<file path="config.mk">
export PLATFORM = sky130hd
export DESIGN_NAME = ssm_ctrl
export DESIGN_NICKNAME = d
export VERILOG_FILES = /design/src/ssm_pkg.sv /design/src/ssm_sync.sv /design/src/ssm_ctrl.sv
export VERILOG_INCLUDE_DIRS = /design/src
export SDC_FILE = /design/constraint.sdc
export NUM_CORES = 1
export LEC_CHECK = 0
export BUFFER_PORTS_ARGS = -buffer_cell sky130_fd_sc_hd__buf_2
export CORE_MARGIN = 3
export CORE_UTILIZATION = 53
export DETAILED_ROUTE_END_ITERATION = 16
export PLACE_DENSITY_LB_ADDON = 0.2
export SYNTH_ARGS = -nofsm -noshare
export SYNTH_HDL_FRONTEND = slang
export SYNTH_SLANG_ARGS = --single-unit
</file>
<file path="constraint.sdc">
create_clock -name CLK_I -period 2 [get_ports CLK_I]
set_input_delay 0.2 -clock CLK_I [delete_from_list [all_inputs] [get_ports CLK_I]]
set_output_delay 0.2 -clock CLK_I [all_outputs]
set_load 0.02 [all_outputs]
</file>
<file path="src/ssm_consts.svh">
// Constants for the serial port control block: mode codes, reset values and timing.
`ifndef SSM_CONSTS_SVH
`define SSM_CONSTS_SVH

// ----------------------------------------------------------------------------
// Slave-select mode codes
// ----------------------------------------------------------------------------
`define SSM_MODE_3WIRE      2'h0
`define SSM_MODE_4WIRE_IN   2'h1
`define SSM_MODE_MASTER_BIT 1

// ----------------------------------------------------------------------------
// Field widths and reset values
// ----------------------------------------------------------------------------
`define SSM_DATA_W          8
`define SSM_BIT_LAST        3'h7
`define SSM_TX_EMPTY_RST    1'b1
`define SSM_BYTE_RST        8'h00
// The serial clock bit resets low, its idle level, so no false edge follows reset.
`define SSM_SYNC_RST        4'h8

// ----------------------------------------------------------------------------
// Timing
// ----------------------------------------------------------------------------
`define SSM_CLK_MHZ         50
`define SSM_SCK_HALF_NS     100

`endif

</file>
<file path="src/ssm_pkg.sv">
// Types shared by the serial port control block.
package ssm_pkg;

  typedef enum logic [1:0] {
    SSM_IDLE  = 2'b01,
    SSM_SHIFT = 2'b10
  } ssm_state_e;

endpackage : ssm_pkg

</file>
<file path="src/ssm_sync.sv">
// Two-stage synchroniser for pin inputs, one per bit.
`timescale 1ns/1ps
`default_nettype none

module ssm_sync #(
  parameter int          WIDTH   = 4,
  parameter logic [3:0]  RST_VAL = 4'h0
) (
  // Clock and reset
  input  wire logic             clk_i,
  input  wire logic             rst_i,
  // Asynchronous inputs and their synchronised copies
  input  wire logic [WIDTH-1:0] d_i,
  output var  logic [WIDTH-1:0] q_o
);

  logic [WIDTH-1:0] meta_r;

  genvar g;
  generate
    for (g = 0; g < WIDTH; g++)
    begin : g_bit
      always_ff @(posedge clk_i)
      begin
        if (rst_i)
        begin
          meta_r[g] <= RST_VAL[g];
          q_o[g]    <= RST_VAL[g];
        end
        else
        begin
          meta_r[g] <= d_i[g];
          q_o[g]    <= meta_r[g];
        end
      end
    end
  endgenerate

endmodule : ssm_sync

`default_nettype wire

</file>
<file path="src/ssm_ctrl.sv">
// Serial port control: slave-select modes, transmit buffer and a byte shift engine.
`timescale 1ns/1ps
`default_nettype none
`include "ssm_consts.svh"

module ssm_ctrl (
  // Clock and reset
  input  wire logic                   CLK_I,
  input  wire logic                   SRST_I,
  // Control bits
  input  wire logic [1:0]             MODE_I,
  input  wire logic                   ENABLE_I,
  input  wire logic                   MASTER_I,
  // Transmit buffer
  input  wire logic                   TX_WR_I,
  input  wire logic [`SSM_DATA_W-1:0] TX_DATA_I,
  output var  logic                   TX_EMPTY_O,
  // Received byte
  output var  logic [`SSM_DATA_W-1:0] RX_DATA_O,
  output var  logic                   RX_VALID_O,
  output var  logic                   BUSY_O,
  // Serial clock pin
  input  wire logic                   SCK_I,
  output var  logic                   SCK_O,
  output var  logic                   SCK_OE_O,
  // Master-out pin
  input  wire logic                   MOSI_I,
  output var  logic                   MOSI_O,
  output var  logic                   MOSI_OE_O,
  // Master-in pin
  input  wire logic                   MISO_I,
  output var  logic                   MISO_O,
  output var  logic                   MISO_OE_O,
  // Slave-select pin
  input  wire logic                   SSEL_I,
  output var  logic                   SSEL_O,
  output var  logic                   SSEL_OE_O
);

  // --------------------------------------------------------------------------
  // Timing
  // --------------------------------------------------------------------------
  localparam int        HALF_CYC_I = (`SSM_SCK_HALF_NS * `SSM_CLK_MHZ + 999) / 1000;
  localparam logic [7:0] HALF_LAST = 8'(HALF_CYC_I - 1);

  // --------------------------------------------------------------------------
  // Pin synchronisers
  // --------------------------------------------------------------------------
  logic [3:0] sync_q;
  logic       sck_s;
  logic       mosi_s;
  logic       miso_s;
  logic       ssel_s;
  logic       sck_d_r;

  ssm_sync #(
    .WIDTH   (4),
    .RST_VAL (`SSM_SYNC_RST)
  ) u_sync (
    .clk_i (CLK_I),
    .rst_i (SRST_I),
    .d_i   ({SSEL_I, MISO_I, MOSI_I, SCK_I}),
    .q_o   (sync_q)
  );

  assign sck_s  = sync_q[0];
  assign mosi_s = sync_q[1];
  assign miso_s = sync_q[2];
  assign ssel_s = sync_q[3];

  always_ff @(posedge CLK_I)
  begin
    if (SRST_I)
      sck_d_r <= 1'b0;
    else
      sck_d_r <= sck_s;
  end

  // --------------------------------------------------------------------------
  // Role decode
  // --------------------------------------------------------------------------
  ssm_pkg::ssm_state_e state_r;
  logic [`SSM_DATA_W-1:0] tx_buf_r;
  logic [`SSM_DATA_W-1:0] sh_r;
  logic                   tx_empty_r;
  logic                   samp_r;
  logic [2:0]             bit_r;
  logic [7:0]             div_r;
  logic                   sck_r;
  logic                   master_en;
  logic                   slave_sel;
  logic                   load;
  logic                   tick;
  logic                   rise;
  logic                   fall;
  logic                   last_fall;
  logic                   abort;
  logic                   in_bit;

  // A low select pin in mode 01 means another master owns the bus, so the
  // master role backs off rather than fight it.
  assign master_en = ENABLE_I & MASTER_I &
                     ~((MODE_I == `SSM_MODE_4WIRE_IN) & ~ssel_s);
  // Mode 00 has no select pin, so a three-wire slave is always selected.
  assign slave_sel = ENABLE_I & ~MASTER_I &
                     ((MODE_I == `SSM_MODE_3WIRE) |
                      ((MODE_I == `SSM_MODE_4WIRE_IN) & ~ssel_s));

  assign load  = (state_r == ssm_pkg::SSM_IDLE) & ((master_en & ~tx_empty_r) | slave_sel);
  assign tick  = (state_r == ssm_pkg::SSM_SHIFT) & master_en & (div_r == HALF_LAST);
  assign rise  = master_en ? (tick & ~sck_r) : (sck_s & ~sck_d_r);
  assign fall  = master_en ? (tick & sck_r) : (~sck_s & sck_d_r);
  assign in_bit = master_en ? miso_s : mosi_s;
  assign abort = ~(master_en | slave_sel);
  assign last_fall = (state_r == ssm_pkg::SSM_SHIFT) & ~abort & fall & (bit_r == `SSM_BIT_LAST);

  // --------------------------------------------------------------------------
  // Transmit buffer and empty flag
  // --------------------------------------------------------------------------
  // A write in the cycle of a load still clears the flag: the old byte has
  // left, but the new one is now waiting.
  always_ff @(posedge CLK_I)
  begin
    if (SRST_I)
    begin
      tx_buf_r   <= `SSM_BYTE_RST;
      tx_empty_r <= `SSM_TX_EMPTY_RST;
    end
    else if (TX_WR_I)
    begin
      tx_buf_r   <= TX_DATA_I;
      tx_empty_r <= 1'b0;
    end
    else if (load)
      tx_empty_r <= 1'b1;
  end

  assign TX_EMPTY_O = tx_empty_r;

  // --------------------------------------------------------------------------
  // Serial clock divider (master only)
  // --------------------------------------------------------------------------
  always_ff @(posedge CLK_I)
  begin
    if (SRST_I || state_r != ssm_pkg::SSM_SHIFT || !master_en)
    begin
      div_r <= 8'h00;
      sck_r <= 1'b0;
    end
    else if (div_r == HALF_LAST)
    begin
      div_r <= 8'h00;
      sck_r <= ~sck_r;
    end
    else
      div_r <= div_r + 8'h01;
  end

  // --------------------------------------------------------------------------
  // Shift engine: sample on the rising edge, shift on the falling edge
  // --------------------------------------------------------------------------
  always_ff @(posedge CLK_I)
  begin
    if (SRST_I)
    begin
      state_r <= ssm_pkg::SSM_IDLE;
      sh_r    <= `SSM_BYTE_RST;
      samp_r  <= 1'b0;
      bit_r   <= 3'h0;
    end
    else
    begin
      unique case (state_r)
        ssm_pkg::SSM_IDLE:
        begin
          if (load)
          begin
            // An empty buffer in slave mode sends zeros.
            sh_r    <= tx_empty_r ? `SSM_BYTE_RST : tx_buf_r;
            bit_r   <= 3'h0;
            state_r <= ssm_pkg::SSM_SHIFT;
          end
        end
        ssm_pkg::SSM_SHIFT:
        begin
          if (abort)
            state_r <= ssm_pkg::SSM_IDLE;
          else
          begin
            if (rise)
              samp_r <= in_bit;
            if (fall)
            begin
              sh_r  <= {sh_r[`SSM_DATA_W-2:0], samp_r};
              bit_r <= bit_r + 3'h1;
              if (bit_r == `SSM_BIT_LAST)
                state_r <= ssm_pkg::SSM_IDLE;
            end
          end
        end
      endcase
    end
  end

  // --------------------------------------------------------------------------
  // Received byte
  // --------------------------------------------------------------------------
  always_ff @(posedge CLK_I)
  begin
    if (SRST_I)
    begin
      RX_DATA_O  <= `SSM_BYTE_RST;
      RX_VALID_O <= 1'b0;
    end
    else
    begin
      RX_VALID_O <= last_fall;
      if (last_fall)
        RX_DATA_O <= {sh_r[`SSM_DATA_W-2:0], samp_r};
    end
  end

  // --------------------------------------------------------------------------
  // Pin drivers
  // --------------------------------------------------------------------------
  // Every pin output is registered, which adds one cycle of lag; at five
  // cycles per half period this costs nothing in margin.
  always_ff @(posedge CLK_I)
  begin
    if (SRST_I)
    begin
      SCK_O     <= 1'b0;
      SCK_OE_O  <= 1'b0;
      MOSI_O    <= 1'b0;
      MOSI_OE_O <= 1'b0;
      MISO_O    <= 1'b0;
      MISO_OE_O <= 1'b0;
      SSEL_O    <= 1'b1;
      SSEL_OE_O <= 1'b0;
      BUSY_O    <= 1'b0;
    end
    else
    begin
      SCK_O     <= sck_r;
      SCK_OE_O  <= master_en;
      MOSI_O    <= sh_r[`SSM_DATA_W-1];
      MOSI_OE_O <= master_en;
      MISO_O    <= sh_r[`SSM_DATA_W-1];
      MISO_OE_O <= slave_sel;
      SSEL_O    <= MODE_I[`SSM_MODE_MASTER_BIT] ? MODE_I[0] : 1'b1;
      SSEL_OE_O <= ENABLE_I & MODE_I[`SSM_MODE_MASTER_BIT];
      BUSY_O    <= (state_r == ssm_pkg::SSM_SHIFT);
    end
  end
endmodule : ssm_ctrl

`default_nettype wire

</file>
# [Word level (Yosys, flattened, before mapping)]
# Cells that the tools add are included.
[word_totals] regBits=57 latchBits=0 mem_bits_rw=0 mem_bits_ro=0 in_bits=19 output_inout_bits=19 wordCells=96 n_memories=0
[classes] n_addsub=2 n_mul=0 n_div=0 order_cmp=0 eq_ne=11 shifts=0 n_mux=19 n_bitwise=28 reduce_logical=10
[ops] cell="8-bit two-way mux" n=4
[ops] cell="1-bit AND" n=17
[ops] cell="8-bit case mux with 2 select lines" n=1
[ops] cell="3-bit two-way mux" n=3
[ops] cell="3-bit AND reduction" n=3
[ops] cell="8-bit by 1-bit adder with 8-bit output, second input constant" n=1
[ops] cell="8-bit by 3-bit equality test with 1-bit output, second input constant" n=1
[ops] cell="2-bit two-way mux" n=4
[ops] cell="1-bit inverter" n=8
[ops] cell="2-bit != test, second input constant" n=3
[ops] cell="3-bit case mux with 2 select lines" n=1
[ops] cell="1-bit two-way mux" n=5
[ops] cell="2-bit by 1-bit equality test with 1-bit output, second input constant" n=2
[ops] cell="2-bit case mux with 2 select lines" n=1
[ops] cell="2-bit OR reduction" n=2
[ops] cell="3-bit by 1-bit adder with 3-bit output, second input constant" n=1
[ops] cell="3-bit equality test, second input constant" n=1
[ops] cell="3-bit by 2-bit != test with 1-bit output, second input constant" n=1
[ops] cell="3-bit != test, second input constant" n=1
[ops] cell="1-bit OR" n=3
[ops] cell="2-bit equality test, second input constant" n=1
[ops] cell="2-bit zero test" n=1
[ops] cell="1-bit logical OR" n=2
[ops] cell="2-bit by 1-bit != test with 1-bit output, second input constant" n=1
[ops] cell="2 further kinds" n=2

# [Logic depth before layout (Yosys ltp)]
[logic_depth] ltp_word=11 ltp_mapped=8 depth_no_buf=7

# [Hierarchy]
# From an unflattened synthesis, not the netlist that was laid out.
[unflattened] hier_cells=243 hier_area_um2=2406.1
[modules_own_cells] module="ssm_ctrl" instances=1 cells_each=227 area_each_um2=2195.9
[modules_own_cells] module="ssm_sync" instances=1 cells_each=16 area_each_um2=210.2

# [Least setup slack after synthesis]
# Ideal clock, no wire load.
[synth_path] path_type="register to register" from="register div_r[0]" to="register sh_r[7]" setup_time_ps=123 t_arrival_ps=1491 t_required_ps=1877 setup_slack_ps=386 stages_incl_launch_ff=8 n_path_buf=0 cell_sequence="dfxtp_1 -> inv_1 -> ha_1 -> and4bb_2 -> nand4_4 -> nand2_2 -> o21ai_2 -> mux2_1"
[synth_between] elab_chain_len=6
[synth_rtl] item="start, declared" line_no="ssm_ctrl.sv:88" text="logic [7:0] div_r;"
[synth_rtl] item="start signal, assigned" line_no="ssm_ctrl.sv:156" text="div_r <= div_r + 8'h01;"
[synth_rtl] item="8-bit by 3-bit equality test with 1-bit output" line_no="ssm_ctrl.sv:110" text="assign tick = (state_r == ssm_pkg::SSM_SHIFT) & master_en & (div_r == HALF_LAST);"
[synth_rtl] item="1-bit AND" line_no="ssm_ctrl.sv:110"
[synth_rtl] item="1-bit AND" line_no="ssm_ctrl.sv:112" text="assign fall = master_en ? (tick & sck_r) : (~sck_s & sck_d_r);"
[synth_rtl] item="1-bit two-way mux" line_no="ssm_ctrl.sv:112"
[synth_rtl] item="2-bit != test (no source line)"
[synth_rtl] item="3-bit AND reduction (no source line)"
[synth_rtl] item="end signal, assigned" line_no="ssm_ctrl.sv:167" text="sh_r <= `SSM_BYTE_RST;"
[synth_rtl] item="end signal, assigned" line_no="ssm_ctrl.sv:179" text="sh_r <= tx_empty_r ? `SSM_BYTE_RST : tx_buf_r;"
[synth_rtl] item="end signal, assigned" line_no="ssm_ctrl.sv:194" text="sh_r <= {sh_r[`SSM_DATA_W-2:0], samp_r};"
[synth_rtl] item="end, declared" line_no="ssm_ctrl.sv:84" text="logic [`SSM_DATA_W-1:0] sh_r;"
# No other way between the ends.
# A chain may end at the register's enable or synchronous reset.

# [Worst setup path in the final report]
# Same ends and word-level chain as after synthesis.

==> flow_summary_export.csv <==
group,metric,value,unit
outcome,outcome,"completed",
synthesis,ys.flop_type,"dfxtp_1",
final_layout,final_common_cell,"dfxtp_1",
cts,ctsResizeCount,0,
final_layout,multi_input_area,1100,sq um
power_and_ir_drop,total_power,2.40,mW
final_layout,fin_util,0.658,
synthesis,synth_seq_cells,57,
worst_setup_path,criticalPathCategory,"flip-flop to flip-flop",
final_layout,design_area,2730,sq um
grt,grt_pass1_wl,7.21,mm
power_and_ir_drop,peakVddDrop,0.000569,V
cts,cts_buffer_depth,2,
sta,finalMaxSlewViolations,0,
placement,place.gp.congestion,0.747,
sta,period_share,0.888,
cts,ctsHoldBuffers,0,
sta,setup_tns,0,ps
cts,postCtsSetupRepairBufs,0,
cts,clk_latency,330,ps
synthesis,synthArstFlopShare,0,
floorplanning,rows,23,
drt,drc,0,
sta,rsz0062_at_grt,"no",
synthesis,synth-warning-count,0,
cts,numCtsBuffers,9,
cts,cts.sinks,57,
cts,cts_tree,"yes",
flow_run,max-cap-violations,0,
grt,overflow,0,
final_layout,drive_gt1_frac,0.280,
worst_setup_path,crit_path_end_kind,"flip-flop",
synthesis,syn_avg_cell_area,10.3,sq um
placement,post-place-ws,238,ps
drt,post_drt_wl_per_cell,13.1,um
cts,clk_pin_slew,60,ps
worst_setup_path,critPathRequiredTime,2210,ps
power_and_ir_drop,power.leakage,1.19,nW
synthesis,synth_edf_count,0,
drt,dr.pass1.iters,5,
synthesis,ys_seq_area_frac,0.484,
placement,placed_area,2550,sq um
drt,wirelength,4.27,mm
final_layout,ff_latch_area,1140,sq um
final_layout,fill_cells,354,
drt,vias_per_cell,5.17,
synthesis,synth_top_family_by_area,"simple AND/OR/NAND/NOR gates",
final_layout,antenna_cells,0,
worst_hold_path,hold_class,"primary input to flip-flop",
cts,h-tree-depth,3,
placement,dp_cells,309,
drt,drtIter0Drc,71,
synthesis,synthXorXnorAreaFrac,0.0260,
synthesis,ys_types,46,
floorplanning,core-area,4140,sq um
worst_setup_path,path_max_fanout,10,
sta,finalWorstSetupSlack,225,ps
placement,portBuffers,37,
sta,clock.fmax,0.563,GHz
floorplanning,die_x,72.7,um
sta,finClkSkew,5.94,ps
grt,grt_max_degree,18,
synthesis,synth-simple-area-share,0.206,
sta,hold_ws,55.1,ps
synthesis,syn_nets,253,
grt,antenna_found_initial,0,
synthesis,synth.area.mux_share,0.0854,
floorplanning,die_area,5290,sq um
drt,drt.antenna.violating_nets,0,
floorplanning,initial_core_util,0.569,
sta,finalHoldViolations,0,
placement,dpl.hpwl,3.03,mm
grt,grt_use_total,0.181,
power_and_ir_drop,p_per_area,878,nW/um^2
synthesis,synthAdderAreaFrac,0.0212,
sta,min_period,1780,ps
grt,grt_pass1_vias,1521,
synthesis,synth_cells,230,
final_layout,syn_to_final_growth,15.7,%
synthesis,syn_area,2360,sq um
sta,worst_pin_slew,509,ps
sta,finalSetupViolations,0,
final_layout,final_cell_mix,"dfxtp_1 (57), buf_2 (37), nor2_1 (30), mux2i_1 (19)",
floorplanning,dieHeight,72.7,um
final_layout,fin_nets,293,
floorplanning,io_pins,38,
drt,vias,1681,
worst_setup_path,critPathArrivalTime,1990,ps
worst_setup_path,cp-start-kind,"flip-flop",
final_layout,fin_cells,325,
cts,cts_root_buf,"clkbuf_8",
sta,max_slew_margin,0.660,
synthesis,synth_compound_gate_area_share,0.126,
area by class of cell:
type / instances / area share
Sequential cell: 57 / 0.418
Tap cell: 50 / 0.0229
Inverter: 6 / 0.00826
Clock buffer: 13 / 0.0583
Multi-Input combinational cell: 153 / 0.402
Clock inverter: 3 / 0.00550
Timing Repair Buffer: 43 / 0.0844
sequential cells by signal, indices dropped and copies added, names as in the netlist:
signal         count
BUSY_O             1
MISO_OE_O          1
samp_r             1
u_sync.q_o         4
SCK_O              1
state_r            2
bit_r              3
MOSI_OE_O          1
SSEL_OE_O          1
RX_DATA_O          8
div_r              8
RX_VALID_O         1
SSEL_O             1
MISO_O             1
TX_EMPTY_O         1
tx_buf_r           8
u_sync.meta_r      4
sck_d_r            1
sck_r              1
sh_r               8
layer usage:
metal  up-vias  part of all wire  global-route usage
met4         0             0.017              0.0861
met5         -                 0                   0
met2        41              0.41               0.240
li1        878                 -                   -
met3         7             0.056              0.0675
met1       755              0.52               0.257
final timing paths:
path,start,endpoint,slack [ps],cells past startpoint
setup reg to reg,div_r[0],sh_r[7],220,7
hold / removal,SSEL_I,u_sync.meta_r[3],60,2
setup / recovery,div_r[0],sh_r[7],220,7
hold reg to reg,u_sync.meta_r[3],u_sync.q_o[3],410,1
cells in the mapped netlist (4+ instances only):
master    instances  area share
o211ai_1          7       0.022
nand3_1           5       0.011
nor2_1           30       0.048
dfxtp_1          57        0.48
clkbuf_1          7       0.011
mux2i_1          19       0.081
nand2_1           4      0.0064
o211a_1           7       0.030
nor2b_1          10       0.027
ha_1              4       0.021
buf_6             5       0.024
inv_1             6      0.0095
a21oi_1          11       0.023
nor3b_1           7       0.022
xor2_1            4       0.015
worst max-delay path, stage by stage, from the launching register on:
cell	delay (ps)
dfxtp_1	370
inv_1	60
ha_1	190
and4bb_2	270
nand4_4	110
nand2_2	150
o21ai_2	180
mux2_1	340
power breakdown:
part	switching [mW]	total (mW)	internal, mW
clock network	0.423	0.934	0.511
logic	0.126	0.234	0.108
registers	0.0369	1.23	1.19
logic make-up (layout without fill, tap and decap cells):
family	Yosys count	count (layout)
simple gates	84	84
xor+xnor	7	7
buf+inv	20	65
flops	57	57
compound gates	38	38
mux	20	20
fa+ha+maj	4	4
Note: power is estimated with default switching activity, not from simulation.
